===== src/verilog/phy_mgmt_pkg.sv =====
// Constants, types and state layout for the gigabit management register bank.
// Assumes a single 10 MHz clock and a management serial link sampled as plain pins.
// Function
// RULE1: Fault bit 15 latches high, clears on read
// RULE2: Bit 14 shows resolved master, else slave
// RULE3: Bit 13 shows local receiver OK
// RULE4: Bit 12 shows remote receiver OK
// RULE5: Bits 11/10 show partner gigabit full/half duplex
// RULE6: Bits 7:0 idle error count, clear on read
// RULE7: Reserved status and ability bits read zero
// RULE8: Extended registers reached only through 0x0D/0x0E
// RULE9: Function 00 write loads the address pointer
// RULE10: Software loads pointer before any data access
// RULE11: Function 01 accesses data, pointer unchanged
// RULE12: Function 10 increments pointer after reads, writes
// RULE13: Function 11 increments pointer after writes only
// RULE14: Indirect access acts only with device address 11111
// RULE15: Software writes 0x1F into device address first
// RULE16: Control bits 13:5 read zero; fields reset zero
// RULE17: Ability register fixed: 15,14 zero; 13,12 one
// RULE18: Config bits 12/11 enable and choose manual role
// RULE19: Unimplemented extended address reads zero, ignores writes
package phy_mgmt_pkg;

  // Register addresses on the management link
  localparam logic [4:0] REG_GIG_CONFIG = 5'h09;
  localparam logic [4:0] REG_LINK_STATUS = 5'h0a;
  localparam logic [4:0] REG_ACCESS_CTRL = 5'h0d;
  localparam logic [4:0] REG_ADDR_DATA = 5'h0e;
  localparam logic [4:0] REG_LOCAL_ABILITY = 5'h0f;

  // Extended space starts above this address
  localparam logic [15:0] EXT_LOW_LIMIT = 16'h001f;
  localparam logic [15:0] EXT_BASE = 16'h0020;
  localparam int EXT_DEPTH = 8;

  // Field positions
  localparam int CFG_MANUAL_EN_BIT = 12;
  localparam int CFG_MANUAL_VAL_BIT = 11;
  localparam int CTRL_FN_LSB = 14;
  localparam int STS_FAULT_BIT = 15;

  // Fixed values
  localparam logic [4:0] VENDOR_DEVICE_ADDR = 5'h1f;
  localparam logic [15:0] ABILITY_VALUE = 16'h3000;
  localparam logic [7:0] IDLE_COUNT_MAX = 8'hff;

  // Serial frame layout, counted in management clock edges
  localparam logic [5:0] PREAMBLE_BITS = 6'd32;
  localparam logic [5:0] HEADER_LAST = 6'd13;
  localparam logic [5:0] DATA_LAST = 6'd15;
  localparam logic [1:0] FRAME_START = 2'b01;
  localparam logic [1:0] OP_READ = 2'b10;
  localparam logic [1:0] OP_WRITE = 2'b01;

  // Indirect access function field
  typedef enum logic [1:0] {
    FN_ADDRESS = 2'b00,
    FN_DATA = 2'b01,
    FN_DATA_INC_RW = 2'b10,
    FN_DATA_INC_W = 2'b11
  } access_fn_t;

  // Serial frame states
  typedef enum logic [2:0] {
    ST_PREAMBLE = 3'b000,
    ST_HEADER = 3'b001,
    ST_TURN = 3'b010,
    ST_READ_DATA = 3'b011,
    ST_WRITE_DATA = 3'b100
  } frame_st_t;

  // Line-side status carried into the bank
  typedef struct packed {
    logic resolved_master;
    logic local_rx_ok;
    logic remote_rx_ok;
    logic partner_full_duplex;
    logic partner_half_duplex;
    logic partner_manual_en;
    logic partner_manual_master;
    logic idle_error;
  } line_status_t;

  // Whole state of the bank
  typedef struct packed {
    logic mdc_s1;
    logic mdc_s2;
    logic mdc_prev;
    logic mdio_s1;
    logic mdio_s2;
    frame_st_t st;
    logic [5:0] cnt;
    logic [15:0] sh;
    logic op_read;
    logic [4:0] reg_a;
    logic drv_o;
    logic drv_oe;
    access_fn_t fn;
    logic [4:0] target_device_address;
    logic [15:0] ptr;
    logic manual_en;
    logic manual_master;
    logic ms_fault;
    logic [7:0] idle_cnt;
  } mgmt_state_t;

  localparam mgmt_state_t MGMT_RESET = '0;

endpackage : phy_mgmt_pkg

===== src/verilog/ext_reg_store.sv =====
// Extended register window reached through the indirect pointer.
// Assumes writes come one per cycle from the bank in the same clock domain.
`timescale 1ns/1ps
module ext_reg_store #(
  parameter int DEPTH = phy_mgmt_pkg::EXT_DEPTH,
  parameter logic [15:0] BASE = phy_mgmt_pkg::EXT_BASE
) (
  input wire logic clk,
  input wire logic resetn,
  input wire logic [15:0] rd_addr,
  output logic [15:0] rd_data,
  output logic rd_hit,
  input wire logic wr_en,
  input wire logic [15:0] wr_addr,
  input wire logic [15:0] wr_data
);
  localparam int AW = (DEPTH > 1) ? $clog2(DEPTH) : 1;

  // Storage words, cleared by reset
  logic [DEPTH-1:0][15:0] mem_q;
  logic [DEPTH-1:0][15:0] mem_d;
  logic [15:0] rd_off;
  logic [15:0] wr_off;
  logic wr_hit;

  // Offsets into the window; anything outside misses
  assign rd_off = rd_addr - BASE;
  assign wr_off = wr_addr - BASE;
  assign rd_hit = (rd_addr >= BASE) && (rd_off < 16'(DEPTH));
  assign wr_hit = (wr_addr >= BASE) && (wr_off < 16'(DEPTH));

  // Missing addresses read zero
  assign rd_data = rd_hit ? mem_q[rd_off[AW-1:0]] : 16'h0000; // see RULE19

  // Write only on a hit; a miss leaves the array alone
  always_comb begin
    mem_d = mem_q;
    if (wr_en && wr_hit) begin // see RULE19
      mem_d[wr_off[AW-1:0]] = wr_data;
    end
  end

  // Register the array
  always_ff @(posedge clk or negedge resetn) begin
    if (!resetn) begin
      mem_q <= '0;
    end else begin
      mem_q <= mem_d;
    end
  end

endmodule : ext_reg_store


===== src/verilog/phy_gig_mgmt_regs.sv =====
// Management serial slave with gigabit status, ability, config and indirect access.
// Assumes the management clock runs at most one eighth of clk, and line status
// inputs come from logic on clk.
`timescale 1ns/1ps
module phy_gig_mgmt_regs #(
  parameter logic [4:0] PHY_ADDR = 5'h00,
  parameter int EXT_DEPTH = phy_mgmt_pkg::EXT_DEPTH
) (
  input wire logic clk,
  input wire logic resetn,
  input wire logic mdc,
  input wire logic mdio_i,
  output logic mdio_o,
  output logic mdio_oe,
  input wire phy_mgmt_pkg::line_status_t line_status,
  output logic manual_config_en,
  output logic manual_config_master
);

  // State and its next value
  phy_mgmt_pkg::mgmt_state_t q;
  phy_mgmt_pkg::mgmt_state_t d;

  // Edge of the synchronised management clock
  logic rise;
  // Sampled serial bit
  logic sbit;
  // Header as it would stand after this edge
  logic [13:0] hdr;
  // Header checks
  logic hdr_ok;
  // Read taken this cycle and its word
  logic rd_commit;
  logic [15:0] rd_val;
  // Write taken this cycle and its word
  logic wr_commit;
  logic [15:0] wr_word;
  // Device address matches the vendor space
  logic target_device_address_ok;
  // Manual role conflict seen on the line
  logic fault_now;
  // Extended store ports
  logic [15:0] ext_rd_data;
  logic ext_rd_hit;
  logic ext_we;

  // Function is a data access of any kind
  function automatic logic is_data_fn(input phy_mgmt_pkg::access_fn_t f);
    return f != phy_mgmt_pkg::FN_ADDRESS;
  endfunction : is_data_fn

  // Only the second flop of each synchroniser is looked at
  assign rise = q.mdc_s2 & ~q.mdc_prev;
  assign sbit = q.mdio_s2;
  assign hdr = {q.sh[12:0], sbit};
  assign hdr_ok = (hdr[13:12] == phy_mgmt_pkg::FRAME_START) && (hdr[9:5] == PHY_ADDR)
                  && ((hdr[11:10] == phy_mgmt_pkg::OP_READ)
                      || (hdr[11:10] == phy_mgmt_pkg::OP_WRITE));
  assign target_device_address_ok = (q.target_device_address == phy_mgmt_pkg::VENDOR_DEVICE_ADDR); // see RULE14
  assign wr_word = {q.sh[14:0], sbit};

  // Conflict: both ends forced manual and picked the same role
  assign fault_now = q.manual_en && line_status.partner_manual_en
                     && (q.manual_master == line_status.partner_manual_master); // see RULE18

  // Outputs straight from flops
  assign mdio_o = q.drv_o;
  assign mdio_oe = q.drv_oe;
  assign manual_config_en = q.manual_en; // see RULE18
  assign manual_config_master = q.manual_master; // see RULE18

  // Extended window behind the pointer
  ext_reg_store #(
    .DEPTH(EXT_DEPTH),
    .BASE(phy_mgmt_pkg::EXT_BASE)
  ) u_ext (
    .clk(clk),
    .resetn(resetn),
    .rd_addr(q.ptr),
    .rd_data(ext_rd_data),
    .rd_hit(ext_rd_hit),
    .wr_en(ext_we),
    .wr_addr(q.ptr),
    .wr_data(wr_word)
  );

  // Read word for the addressed register
  always_comb begin
    rd_val = 16'h0000;
    unique case (hdr[4:0])
      phy_mgmt_pkg::REG_GIG_CONFIG: begin
        rd_val[phy_mgmt_pkg::CFG_MANUAL_EN_BIT] = q.manual_en;
        rd_val[phy_mgmt_pkg::CFG_MANUAL_VAL_BIT] = q.manual_master;
      end
      phy_mgmt_pkg::REG_LINK_STATUS: begin
        // Bits 9:8 stay zero; see RULE7
        rd_val = {q.ms_fault, line_status.resolved_master, line_status.local_rx_ok, // see RULE3
                  line_status.remote_rx_ok, line_status.partner_full_duplex, // see RULE4 RULE5
                  line_status.partner_half_duplex, 2'b00, q.idle_cnt}; // see RULE2
      end
      phy_mgmt_pkg::REG_ACCESS_CTRL: begin
        rd_val = {q.fn, 9'h000, q.target_device_address}; // see RULE16
      end
      phy_mgmt_pkg::REG_ADDR_DATA: begin
        // Wrong device address reads zero
        if (!target_device_address_ok) begin
          rd_val = 16'h0000; // see RULE14
        end else if (q.fn == phy_mgmt_pkg::FN_ADDRESS) begin
          rd_val = q.ptr;
        end else begin
          rd_val = ext_rd_data; // see RULE8
        end
      end
      phy_mgmt_pkg::REG_LOCAL_ABILITY: begin
        rd_val = phy_mgmt_pkg::ABILITY_VALUE; // see RULE17 RULE7
      end
      default: begin
        rd_val = 16'h0000;
      end
    endcase
  end

  // Frame engine, register effects and line-side flags
  always_comb begin
    d = q;
    rd_commit = 1'b0;
    wr_commit = 1'b0;
    ext_we = 1'b0;
    // Two-flop synchronisers
    d.mdc_s1 = mdc;
    d.mdc_s2 = q.mdc_s1;
    d.mdc_prev = q.mdc_s2;
    d.mdio_s1 = mdio_i;
    d.mdio_s2 = q.mdio_s1;
    if (rise) begin
      unique case (q.st)
        phy_mgmt_pkg::ST_PREAMBLE: begin
          // Need a full run of ones before the start bit
          if (sbit) begin
            if (q.cnt != phy_mgmt_pkg::PREAMBLE_BITS) begin
              d.cnt = q.cnt + 6'd1;
            end
          end else if (q.cnt == phy_mgmt_pkg::PREAMBLE_BITS) begin
            d.st = phy_mgmt_pkg::ST_HEADER;
            d.sh = 16'h0000;
            d.cnt = 6'd1;
          end else begin
            d.cnt = 6'd0;
          end
        end
        phy_mgmt_pkg::ST_HEADER: begin
          d.sh = {q.sh[14:0], sbit};
          d.cnt = q.cnt + 6'd1;
          if (q.cnt == phy_mgmt_pkg::HEADER_LAST) begin
            d.cnt = 6'd0;
            // Other addresses and bad frames are left alone
            if (hdr_ok) begin
              d.st = phy_mgmt_pkg::ST_TURN;
              d.reg_a = hdr[4:0];
              d.op_read = (hdr[11:10] == phy_mgmt_pkg::OP_READ);
              if (hdr[11:10] == phy_mgmt_pkg::OP_READ) begin
                rd_commit = 1'b1;
                d.sh = rd_val;
              end
            end else begin
              d.st = phy_mgmt_pkg::ST_PREAMBLE;
            end
          end
        end
        phy_mgmt_pkg::ST_TURN: begin
          d.cnt = q.cnt + 6'd1;
          // Second turnaround bit is driven low on reads
          if (q.cnt == 6'd0) begin
            if (q.op_read) begin
              d.drv_oe = 1'b1; // see RULE8
              d.drv_o = 1'b0;
            end
          end else begin
            d.cnt = 6'd0;
            if (q.op_read) begin
              d.st = phy_mgmt_pkg::ST_READ_DATA;
              d.drv_o = q.sh[15];
              d.sh = {q.sh[14:0], 1'b0};
            end else begin
              d.st = phy_mgmt_pkg::ST_WRITE_DATA;
            end
          end
        end
        phy_mgmt_pkg::ST_READ_DATA: begin
          d.cnt = q.cnt + 6'd1;
          if (q.cnt == phy_mgmt_pkg::DATA_LAST) begin
            d.drv_oe = 1'b0;
            d.drv_o = 1'b0;
            d.st = phy_mgmt_pkg::ST_PREAMBLE;
            d.cnt = 6'd0;
          end else begin
            d.drv_o = q.sh[15];
            d.sh = {q.sh[14:0], 1'b0};
          end
        end
        phy_mgmt_pkg::ST_WRITE_DATA: begin
          d.sh = wr_word;
          d.cnt = q.cnt + 6'd1;
          if (q.cnt == phy_mgmt_pkg::DATA_LAST) begin
            wr_commit = 1'b1;
            d.st = phy_mgmt_pkg::ST_PREAMBLE;
            d.cnt = 6'd0;
          end
        end
        default: begin
          // Illegal code: drop the frame
          d.st = phy_mgmt_pkg::ST_PREAMBLE;
          d.cnt = 6'd0;
          d.drv_oe = 1'b0;
        end
      endcase
    end
    // Side effects of a read
    if (rd_commit) begin
      if (hdr[4:0] == phy_mgmt_pkg::REG_LINK_STATUS) begin
        d.ms_fault = 1'b0; // see RULE1
        d.idle_cnt = 8'h00; // see RULE6
      end
      if ((hdr[4:0] == phy_mgmt_pkg::REG_ADDR_DATA) && target_device_address_ok
          && (q.fn == phy_mgmt_pkg::FN_DATA_INC_RW)) begin
        d.ptr = q.ptr + 16'h0001; // see RULE12
      end
    end
    // Effects of a write; read-only registers ignore it
    if (wr_commit) begin
      unique case (q.reg_a)
        phy_mgmt_pkg::REG_GIG_CONFIG: begin
          d.manual_en = wr_word[phy_mgmt_pkg::CFG_MANUAL_EN_BIT]; // see RULE18
          d.manual_master = wr_word[phy_mgmt_pkg::CFG_MANUAL_VAL_BIT];
        end
        phy_mgmt_pkg::REG_ACCESS_CTRL: begin
          // Reserved bits 13:5 dropped
          d.fn = phy_mgmt_pkg::access_fn_t'(wr_word[15:14]); // see RULE16
          d.target_device_address = wr_word[4:0];
        end
        phy_mgmt_pkg::REG_ADDR_DATA: begin
          if (target_device_address_ok) begin // see RULE14
            if (q.fn == phy_mgmt_pkg::FN_ADDRESS) begin
              d.ptr = wr_word; // see RULE9
            end else begin
              ext_we = 1'b1; // see RULE11
              if (q.fn != phy_mgmt_pkg::FN_DATA) begin
                d.ptr = q.ptr + 16'h0001; // see RULE13
              end
            end
          end
        end
        default: begin
          d.fn = q.fn;
        end
      endcase
    end
    // Line events win over a clear in the same cycle
    if (fault_now) begin
      d.ms_fault = 1'b1; // see RULE1
    end
    if (line_status.idle_error && (d.idle_cnt != phy_mgmt_pkg::IDLE_COUNT_MAX)) begin
      d.idle_cnt = d.idle_cnt + 8'h01; // see RULE6
    end
  end

  // Single state register
  always_ff @(posedge clk or negedge resetn) begin
    if (!resetn) begin
      q <= phy_mgmt_pkg::MGMT_RESET;
    end else begin
      q <= d;
    end
  end
endmodule : phy_gig_mgmt_regs


===== config.mk =====
export PLATFORM = sky130hd
export DESIGN_NAME = phy_gig_mgmt_regs
export DESIGN_NICKNAME = d
export VERILOG_FILES = /design/src/verilog/phy_mgmt_pkg.sv /design/src/verilog/ext_reg_store.sv /design/src/verilog/phy_gig_mgmt_regs.sv
export SDC_FILE = /design/constraint.sdc
export NUM_CORES = 1
export LEC_CHECK = 0
export BUFFER_PORTS_ARGS = -buffer_cell sky130_fd_sc_hd__buf_2
export CAP_MARGIN = 20
export CELL_PAD_IN_SITES_DETAIL_PLACEMENT = 1
export CELL_PAD_IN_SITES_GLOBAL_PLACEMENT = 1
export CORE_MARGIN = 3
export CORE_UTILIZATION = 53
export CTS_BUF_LIST = sky130_fd_sc_hd__clkbuf_8
export DETAILED_ROUTE_END_ITERATION = 12
export PLACE_DENSITY_LB_ADDON = 0.1
export SYNTH_ARGS = -nofsm -noshare
export SYNTH_HDL_FRONTEND = slang
export SYNTH_SLANG_ARGS = --single-unit

===== constraint.sdc =====
create_clock -name clk -period 3.81 [get_ports clk]
set_clock_uncertainty 0.05 [all_clocks]
set_input_delay 0.381 -clock clk [delete_from_list [all_inputs] [get_ports clk]]
set_output_delay 0.381 -clock clk [all_outputs]
set_load 0.1 [all_outputs]

# Word level (Yosys, flattened, before mapping)
# Index checks and enable logic that the tools add are counted.
[word_totals]
register_bits = 200
inputBits = 12
out_inout_bits = 4
elab_cells = 163
[classes]
n_addsub = 4
magnitude_cmp = 4
eq_ne = 34
mux = 61
n_bitwise = 3
n_reduce_logical = 30
[ops]
columns = ["operator", "count"]
rows = [
  ["$mux W16", 16],
  ["$bwmux W128", 1],
  ["$pmux W16 S5", 1],
  ["$bmux W16 S3", 1],
  ["$demux W16 S3", 1],
  ["$eq A5 B4 Y1 const B", 8],
  ["$pmux W9 S4", 1],
  ["$pmux W11 S3", 1],
  ["$mux W31", 1],
  ["$mux W9", 3],
  ["$mux W25", 1],
  ["$mux W22", 1],
  ["$mux W1", 19],
  ["$mux W18", 1],
  ["$add A16 B1 Y16 const B", 1],
  ["$ge A16 B6 Y1 const B", 1],
  ["$lt A16 B4 Y1 const B", 1],
  ["$ne A2 B2 Y1 const B", 8],
  ["$sub A16 B6 Y16 const B", 1],
  ["$eq A6 B4 Y1 const B", 2],
  ["$mux W6", 2],
  ["$pmux W3 S4", 1],
  ["$logic_and A1 B1 Y1", 10],
  ["$mux W3", 3],
  ["other kinds (38)", 50],
]

# Logic depth before layout (Yosys ltp)
# Gate-level depths: netlist of the first run.
[logic_depth]
depth_word = 13
depth_mapped = 15
mapped_depth_nobuf = 14

# Cells and area by module
# Synthesis of the first run repeated with hierarchy kept, for this count alone.
[hier_totals]
hier_cells = 904
hier_area_um2 = 11124.4
[modules_own_cells]
columns = ["module", "instances", "cells_per_inst", "area_each_um2", "seq_area_each_um2"]
rows = [
  ["ext_reg_store", 1, 381, 6477.5, 3203.1],
  ["phy_gig_mgmt_regs", 1, 523, 4647.0, 1801.7],
]

# Worst setup path before layout of the first run
# No wires, ideal clock.
[synth_timing]
path_kind = "flip-flop to flip-flop"
start = "register q (netlist bit hdr[10])"
end = "register q[7] (netlist bit)"
setup_ns = 0.078
arrival_ns = 3.369
required_time_ns = 3.682
setup_slack_ns = 0.313
stages_incl_launch_ff = 15
path_buffers = 1
synth_period_minus_slack_ns = 3.497
path_cell_list = "dfrtp_1 clkbuf_1 inv_1 ha_1 nor4_1 and4_1 nand4_1 and2_1 ha_1 and2_1 and2_1 a31oi_1 nand4_1 or3_1 a21oi_1"
[synth_rtl]
columns = ["item", "line_no", "text"]
rows = [
  ["from (decl)", "phy_gig_mgmt_regs.sv:21", "phy_mgmt_pkg::mgmt_state_t q;"],
  ["from (signal assigned)", "phy_gig_mgmt_regs.sv:270", "q <= phy_mgmt_pkg::MGMT_RESET;"],
]

==> metrics.yaml, run 1 <==
sta:
  max_slew_margin_pct: 26.1
  final.min_clock_period_ns: 3.59
  tightest_slew_ns: 1.10
  fmax_mhz: 278
  hold_viol: 0
  rsz0062_at_grt: "no"
  finalSetupViolCount: 0
  finalSetupTns_ns: 0
  drv_slew: 0
  min_period_over_period_pct: 94.4
clocking:
  clk_path_buf_depth: 2
  h-tree-depth: 4
  cts_tree: "built"
  clock_latency_ns: 0.49
  numCtsBuffers: 17
  post_cts_buffers: 0
  cts_root_buf: "clkbuf_8"
  cts.sinks: 200
  clk_pin_slew_worst_paths_ns: 0.12
critical_path:
  r2r_slack_ns: 0.22
  critPathKind: "reg2reg"
  critPathCaptureType: "flip-flop"
  path_max_fanout: 6
  worstPathArrival_ns: 3.96
  setup.worst_path.start_class: "flip-flop"
  rr_startpoint: "q[59]"
  required_ns: 4.18
  r2r_cells: 13
  r2r_end: "q[7]"
global_route:
  gr-total-overflow: 0
  grt_pass1_vias: 9135
  antenna_found_initial: 1
  grt_busiest_layer: "met2"
  grt_util_met3_pct: 5.18
  grt_max_degree: 96
  grt_util_met2_pct: 52.6
  grtUsageTotal_pct: 30.6
  grt_pass1_wl_mm: 52.9
  met1_usage_pct: 39.3
pwr:
  seq_power_share_pct: 57.4
  p_sw_share_pct: 28.4
  p_sw_uw: 1120
  clkPwrFrac_pct: 36.3
  powerDensity_nw_per_um2: 331
  pwr-share-comb_pct: 6.3
  peakVddDrop_uv: 253
  p_int_uw: 2810
  p_leak_uw: 0.00538
finish:
  syn2layout_area_growth_pct: 7.18
  fin_util_pct: 58.3
  final_cell_mix: "dfrtp_1, mux2_2, nand2_1, nor2_1, a21oi_1"
  layout_commonest_cell: "dfrtp_1"
  drive_gt1_share_pct: 26.7
  fin_nets: 1034
logic_synthesis:
  synth_seq_area_share_pct: 45.2
  syn_area_per_cell_um2: 10.8
  synthMuxAreaShare_pct: 19.8
  ys_ff_latch: 200
  synth_compound_area_share_pct: 13.9
  synth_top_family_by_area: "multiplexers"
  synth-xor-area-share_pct: 1.82
  synthArstFlopShare_pct: 100
  syn_inst: 1025
  ys_types: 88
  synth_fa_ha_area_share_pct: 0.904
  synth_ff_type: "dfrtp_1"
  synth-edff-count: 0
  yosysWarnings: 0
  synth-simple-area-share_pct: 13.8
  synth_nets: 1045
  synthesis.area_um2: 11100
floorplan:
  ios: 16
  die_w_um: 151
  core-area_um2: 20400
  rows: 52
  die_area_um2: 22700
  start_util_pct: 54.4
  die_y_um: 151
route:
  vias_per_cell: 6.70
  dr.pass1.iters: 5
  first_iter_violations: 662
  vias: 8695
  wl_mm: 33.9
  drc: 0
  wl_per_cell_um: 26.1
  postRouteAntennaNets: 0
worst_hold_path:
  hp-start: "line_status[2]"
  min_to: "q[8]"
  hold_path.class: "in2reg"
  hold_depth: 2
placed_design:
  io_buffers: 15
  gp_congestion: 0.923
  place_hpwl_mm: 23.5
outcome:
  outcome: "completed"
job:
  maxCapViolCount: 0
## how the worst max path moves through the flow
stage / startpoint / end / slack (ns) / depth (start not counted)
6_report: q[59] / q[7] / 0.22 / 13
5_1_grt: q[59] / q[7] / 0.01 / 14
4_1_cts: hdr[10] / q[7] / 0.22 / 13
3_5_place_dp: hdr[10] / q[7] / 0.27 / 13
3_3_place_gp: hdr[10] / q[7] / 0.48 / 13
2_1_floorplan: hdr[10] / q[7] / 0.31 / 14
## cell families (layout without fill, tap and decap cells)
logic type | count (synthesis) | in the layout
AOI/OAI and AO/OA | 229 | 229
xor gates and xnor gates | 23 | 23
buffers and inverters | 109 | 111
muxes | 178 | 178
and+or+nand+nor | 278 | 278
DFF | 200 | 200
other | 0 | 1
adders and majority gates | 8 | 8
## synthesized netlist by cell type, types with 13 or more instances
cell type / n / area, um2
nor3_1: 23 / 115
nor2b_1: 14 / 87.6
dfrtp_1: 200 / 5000
mux2i_1: 15 / 150
nand3_1: 18 / 90.1
o21ai_0: 47 / 235
xnor2_1: 13 / 114
a22oi_1: 15 / 113
clkbuf_1: 62 / 233
mux2_4: 20 / 300
inv_1: 18 / 67.6
o22ai_1: 22 / 138
a21oi_1: 48 / 240
mux2_2: 131 / 1480
nor2_1: 53 / 199
nand2_1: 71 / 267
## flip-flops by register name, indices dropped and copies added (netlist names)
name,count
d,3
hdr,13
manual_config_en,1
manual_config_master,1
mdio_o,1
mdio_oe,1
q,51
sbit,1
u_ext.mem_q,128
## stage by stage
stage | hold WS (ns) | setup WS, ns | std cells | area, um2 | power (uW)
floorplan | 0.0354 | 0.313 | 1025 | 11100 | 2410
global placement | 0.284 | 0.484 | 1262 | 11400 | 2520
detailed placement | 0.292 | 0.270 | 1262 | 11400 | 2540
CTS | 0.0998 | 0.220 | 1297 | 11900 | 3960
global route | 0.100 | 0.0106 | 1297 | 11900 | 4080
finish | 0.120 | 0.215 | 1298 | 11900 | 3930
## area by class of cell
type                       instances  area [um2]
inverter                          20        75.1
timing repair buffer              59         447
tap                              270         338
antenna                            1        2.50
clock buffer                      17         234
multi-input combinational        716        5570
clock inverter                    15         186
sequential                       200        5010
fill                            2167        8500
## what timing repair did
item / 4_1_cts / 5_1_grt
endpoints found under the hold margin: 69 / 0
resized for setup: 0 / 1
setup endpoints to repair: 0 / 1
hold buffers: 3 / 0
## power groups by stage
stage	sequential [uW]	combinational, uW	clock [uW]
after floorplan	2250	162	0
after global placement	2290	226	0
after detailed placement	2300	244	0
after CTS	2250	248	1460
after global routing	2270	278	1540
final	2260	247	1430
## metal layers
| layer | vias to the layer above | wire length, um |
|---|---|---|
| met2 | 338 | 17100 |
| met4 | 2 | 895 |
| li1 | 3754 | - |
| met3 | 78 | 2080 |
| met1 | 4523 | 13800 |
| met5 | - | 10 |
## worst max-delay path, cell delays in order (launching register included)
cell and delay (ns):
dfrtp_1 0.45, inv_1 0.11, ha_1 0.29, nor4bb_1 0.23, and4_1 0.29, nand4_1 0.25, and2_1 0.27, ha_1 0.20
and2_1 0.18, and2_1 0.19, a31oi_1 0.21, nand4_1 0.23, or3_1 0.40, a21oi_1 0.15
Power figures use the tool's default switching activity.
==> inputs of run 2 (changes only) <==
CORE_UTILIZATION = 57   (was 53)
clock period = 4.58 ns   (was 3.81 ns; I/O delays follow)
==> run 2 against run 1 <==
  * Via count up 0.30%
  * Clock-buffer cell count unchanged
  * Maximum frequency down 18%
  * Critical path depth unchanged
  * Power down 18%
  * Hold slack worse by 0.12 ns
  * Non-clock buffer count down 17
  * Final cell count down 2.2%
  * Register-to-register slack worse by 0.04 ns
  * Sequential share of layout area up 0.72 points
==> metrics.yaml, run 2 (synthesized netlist as in run 1, its figures left out) <==
outcome:
  outcome: "completed"
critical_path:
  critPathKind: "reg2reg"
  path_max_fanout: 13  # +7
  setup.worst_path.start_class: "flip-flop"
  critPathCaptureType: "flip-flop"
  required_ns: 4.93  # +0.75 ns
  r2r_slack_ns: 0.17  # -0.04 ns
  worstPathArrival_ns: 4.76  # +0.80 ns
global_route:
  antenna_found_initial: 1  # unchanged
  grtUsageTotal_pct: 32.4  # +1.8 points
  grt_max_degree: 117  # +22%
  grt_pass1_wl_mm: 53.5  # +1.2%
  gr-total-overflow: 0  # unchanged
  grt_pass1_vias: 9297  # +1.8%
pwr:
  peakVddDrop_uv: 215  # -15%
  p_leak_uw: 0.00528  # -1.9%
  powerDensity_nw_per_um2: 275  # -17%
finish:
  fin_nets: 1017  # -1.6%
  largest_reg_flops: 128  # unchanged
  drive_gt1_share_pct: 25.6  # -1.1 points
  final_cell_mix: "dfrtp_1, mux2_2, nand2_1, nor2_1, a21oi_1"
  layout_commonest_cell: "dfrtp_1"
  top_register: "u_ext.mem_q"
  antenna_cells: 0  # -1
  syn2layout_area_growth_pct: 5.37
  num-fill-cells: 2019  # -6.8%
clocking:
  h-tree-depth: 4  # unchanged
  cts_tree: "built"
  ctsResizeCount: 0  # unchanged
  clk_path_buf_depth: 2  # unchanged
  clk_pin_slew_worst_paths_ns: 0.13  # about the same
  numCtsBuffers: 17  # unchanged
  cts.sinks: 200  # unchanged
  post_cts_buffers: 0  # unchanged
  postCtsHoldBufs: 0  # -3
  cts_root_buf: "clkbuf_8"
  clock_latency_ns: 0.49  # about the same
placed_design:
  place_hpwl_mm: 23.2  # -1.1%
  gp_congestion: 0.945  # +2.4%
  io_buffers: 15  # unchanged
sta:
  holdWs_ns: 0.00469  # -0.115 ns
  fmax_mhz: 227  # -18%
  finalSetupViolCount: 0  # unchanged
  finalSetupTns_ns: 0  # unchanged
  min_period_over_period_pct: 96.2  # +1.8 points
  max_slew_margin_pct: 33.7  # +7.6 points
  drv_slew: 0  # unchanged
  hold_viol: 0  # unchanged
  final.min_clock_period_ns: 4.41  # +0.811 ns
  rsz0062_at_grt: "no"
  tightest_slew_ns: 0.995  # -0.109 ns
route:
  postRouteAntennaNets: 0  # unchanged
  vias_per_cell: 6.87  # +2.6%
  vias: 8721  # +0.30%
  wl_per_cell_um: 26.8  # +2.7%
  dr.pass1.iters: 6  # +1
  first_iter_violations: 776  # +17%
  wl_mm: 34.0  # +0.39%
  drc: 0  # unchanged
job:
  maxCapViolCount: 0  # unchanged
floorplan:
  die_y_um: 145  # -3.4%
  rows: 50  # -3.8%
  core-area_um2: 18900  # -7.2%
  ios: 16  # unchanged
  start_util_pct: 58.6  # +4.2 points
  die_w_um: 145  # -3.4%
  die_area_um2: 21100  # -6.7%
worst_hold_path:
  hold_path.class: "in2async"
-- run 2: per-layer routing --
| layer | GRT usage (%) | wire, um | vias up |
|---|---|---|---|
| met3 | 6.10 | 2350 | 103 |
| met4 | 13.8 | 1370 | 0 |
| met5 | 0 | 0 | - |
| met2 | 53.8 | 16500 | 402 |
| met1 | 42.0 | 13800 | 4483 |
| li1 | - | - | 3733 |
-- run 2: power by group --
group	total (uW)	switching (uW)	internal (uW)
clock	1130	721	409
combinational	202	132	69.4
sequential	1880	72.5	1810
-- run 2: critical path, cell delays in order, from the launching register on --
cell and delay (ns):
dfrtp_1 0.67, inv_1 0.09, ha_1 0.30, nor4_1 0.46, and4_1 0.35, nand4_1 0.21, and2_1 0.26, ha_1 0.22
and2_1 0.18, and2_1 0.20, a31oi_1 0.49, nand4_1 0.29, or3_1 0.41, a21oi_1 0.14
-- run 2: stage by stage --
step / cell area [um2] / cells / setup WS (ns) / power, uW / util, %
2_1_floorplan: 11100 / 1025 / 1.08 / 2010 / -
6_report: 11700 / 1269 / 0.174 / 3210 / 61.7
4_1_cts: 11700 / 1267 / 0.292 / 3220 / 61.7
3_5_place_dp: 11300 / 1236 / 0.417 / 2110 / 59.6
5_1_grt: 11700 / 1269 / 0.00349 / 3340 / 61.7
3_3_place_gp: 11300 / 1236 / 0.694 / 2090 / 59.6
-- run 2: worst paths after layout --
kind,start,end,cells past startpoint
min reg2reg,d[67],sbit,0
min in group clk,mdc,d[70],1
max reg2reg,hdr[10],q[7],13
max in group asynchronous,resetn,u_ext.mem_q[4],2
min,resetn,q[26],1
max,hdr[10],q[7],13
-- run 2: cell type report --
type                       instances  area [um2]  area share (%)
sequential                       200        5010            42.9
tap                              260         325            2.79
timing repair buffer              42         297            2.54
clock buffer                      17         234            2.01
inverter                          20        75.1           0.644
clock inverter                    14         158            1.35
multi-input combinational        716        5570            47.7
==> inputs of run 3 (changes only) <==
RECOVER_POWER = 100   (was default)
==> run 3 against run 2 <==
  * Flip-flop and latch count stayed put
  * The run now ends with max-capacitance violations, max-slew violations left
  * Register-to-register slack about the same
  * Final cell count did not move
  * Sequential share of layout area up 0.62 points
  * Critical endpoint unchanged
  * Die area stayed put
  * Routed wire length about the same
  * Design area down 1.4%
==> metrics.yaml, run 3 (synthesized netlist as in run 1, its figures left out) <==
clocking:
  cts.sinks: 200  # unchanged
  cts_tree: "built"
  clk_path_buf_depth: 2  # unchanged
  cts_root_buf: "clkbuf_8"
  ctsResizeCount: 0  # unchanged
  h-tree-depth: 4  # unchanged
  postCtsHoldBufs: 0  # unchanged
  post_cts_buffers: 0  # unchanged
  numCtsBuffers: 17  # unchanged
  clock_latency_ns: 0.49  # about the same
  clk_pin_slew_worst_paths_ns: 0.11  # -0.02 ns
route:
  drc: 0  # unchanged
  first_iter_violations: 793  # +2.2%
  dr.pass1.iters: 6  # unchanged
  wl_per_cell_um: 26.8  # about the same
  postRouteAntennaNets: 0  # unchanged
  vias_per_cell: 6.86  # -0.23%
  wl_mm: 34.0  # about the same
  vias: 8701  # -0.23%
sta:
  tightest_slew_ns: 2.98  # +1.99 ns
  finalSetupTns_ns: 0  # unchanged
  holdWs_ns: 0.0242  # +0.0195 ns
  fin_ws_ns: 0.186  # +0.0112 ns
  hold_viol: 0  # unchanged
  min_period_over_period_pct: 95.9  # -0.24 points
  max_slew_margin_pct: -98.7  # -130 points
  rsz0062_at_grt: "no"
  final.min_clock_period_ns: 4.39  # -0.0112 ns
  fmax_mhz: 228  # +0.25%
  finalSetupViolCount: 0  # unchanged
  drv_slew: 117  # +117
critical_path:
  critPathCaptureType: "flip-flop"
  worstPathArrival_ns: 4.75  # about the same
  path_max_fanout: 13  # unchanged
  required_ns: 4.94  # about the same
  critPathKind: "reg2reg"
  setup.worst_path.start_class: "flip-flop"
floorplan:
  start_util_pct: 58.6  # unchanged
  die_w_um: 145  # unchanged
  rows: 50  # unchanged
  ios: 16  # unchanged
  die_y_um: 145  # unchanged
  die_area_um2: 21100  # unchanged
  core-area_um2: 18900  # unchanged
pwr:
  p_int_uw: 2280  # about the same
  p_sw_share_pct: 28.9  # +0.037 points
  powerDensity_nw_per_um2: 279  # +1.4%
  clkPwrFrac_pct: 35.3  # about the same
  seq_power_share_pct: 58.6  # about the same
  p_leak_uw: 0.00517  # -2.2%
  p_sw_uw: 926  # about the same
  pwr-share-comb_pct: 6.1  # -0.2 points
  peakVddDrop_uv: 216  # +0.33%
global_route:
  grt_pass1_wl_mm: 53.5  # unchanged
  gr-total-overflow: 0  # unchanged
  grt_max_degree: 117  # unchanged
  grtUsageTotal_pct: 32.4  # unchanged
  grt_pass1_vias: 9297  # unchanged
  antenna_found_initial: 1  # unchanged
finish:
  final_cell_mix: "dfrtp_1, mux2_2, nand2_1, nor2_1, a21oi_1"
  layout_commonest_cell: "dfrtp_1"
  top_register: "u_ext.mem_q"
  drive_gt1_share_pct: 22.3  # -3.3 points
  fin_nets: 1017  # unchanged
  antenna_cells: 0  # unchanged
  largest_reg_flops: 128  # unchanged
  syn2layout_area_growth_pct: 3.88
outcome:
  outcome: "finished with violations"
  failed_checks: "max-capacitance violations, max-slew violations"
worst_hold_path:
  hold_path.class: "in2reg"
placed_design:
  place_hpwl_mm: 23.2  # unchanged
  pre_cts_ws_ns: 0.417  # unchanged
  io_buffers: 15  # unchanged
  gp_congestion: 0.945  # unchanged
job:
  maxCapViolCount: 1  # +1
-- run 3: final timing paths --
kind	startpoint	end	slack, ns	cells after the start
worst max-delay path	hdr[10]	q[7]	0.19	13
worst min-delay path	mdc	d[70]	0.02	1
worst max register to register	hdr[10]	q[7]	0.19	13
worst min register to register	d[67]	sbit	0.32	0
max in group asynchronous	resetn	u_ext.mem_q[19]	0.98	2
min in group asynchronous	resetn	q[26]	0.80	1
-- run 3: area by class of cell --
cell class / count / area, um2
clock buffer: 17 / 234
fill: 2033 / 7390
tap: 260 / 325
multi-input combinational: 716 / 5440
timing repair buffer: 42 / 256
clock inverter: 14 / 158
inverter: 20 / 75.1
sequential: 200 / 5010
-- run 3: metal layers --
metal	GRT usage, %	part of all wire (%)	up-vias
li1	-	-	3731
met1	42.0	41	4481
met2	53.8	49	377
met3	6.10	6.6	110
met4	13.8	3.9	2
met5	0	0.021	-
-- run 3: stage by stage --
stage	std cells	utilization (%)	power, uW	area, um2
final	1269	60.9	3210	11500
after global routing	1269	60.9	3330	11500
after CTS	1267	61.7	3220	11700
after detailed placement	1236	59.6	2110	11300
after global placement	1236	59.6	2090	11300
after floorplan	1025	-	2010	11100
-- run 3: power by group through the flow --
stage | Sequential (uW) | Clock (uW) | Combinational [uW]
2_1_floorplan | 1870 | 0 | 134
3_3_place_gp | 1900 | 0 | 186
3_5_place_dp | 1910 | 0 | 201
4_1_cts | 1880 | 1150 | 202
5_1_grt | 1880 | 1230 | 220
6_report | 1880 | 1130 | 197
-- run 3: critical path, stage by stage (launching register included) --
cell and delay, ns:
dfrtp_1 0.65, inv_1 0.09, ha_1 0.30, nor4_1 0.48, and4_1 0.36, nand4_1 0.21
and2_1 0.26, ha_1 0.23, and2_1 0.18, and2_1 0.20, a31oi_1 0.48, nand4_1 0.28
or3_1 0.40, a21oi_1 0.14
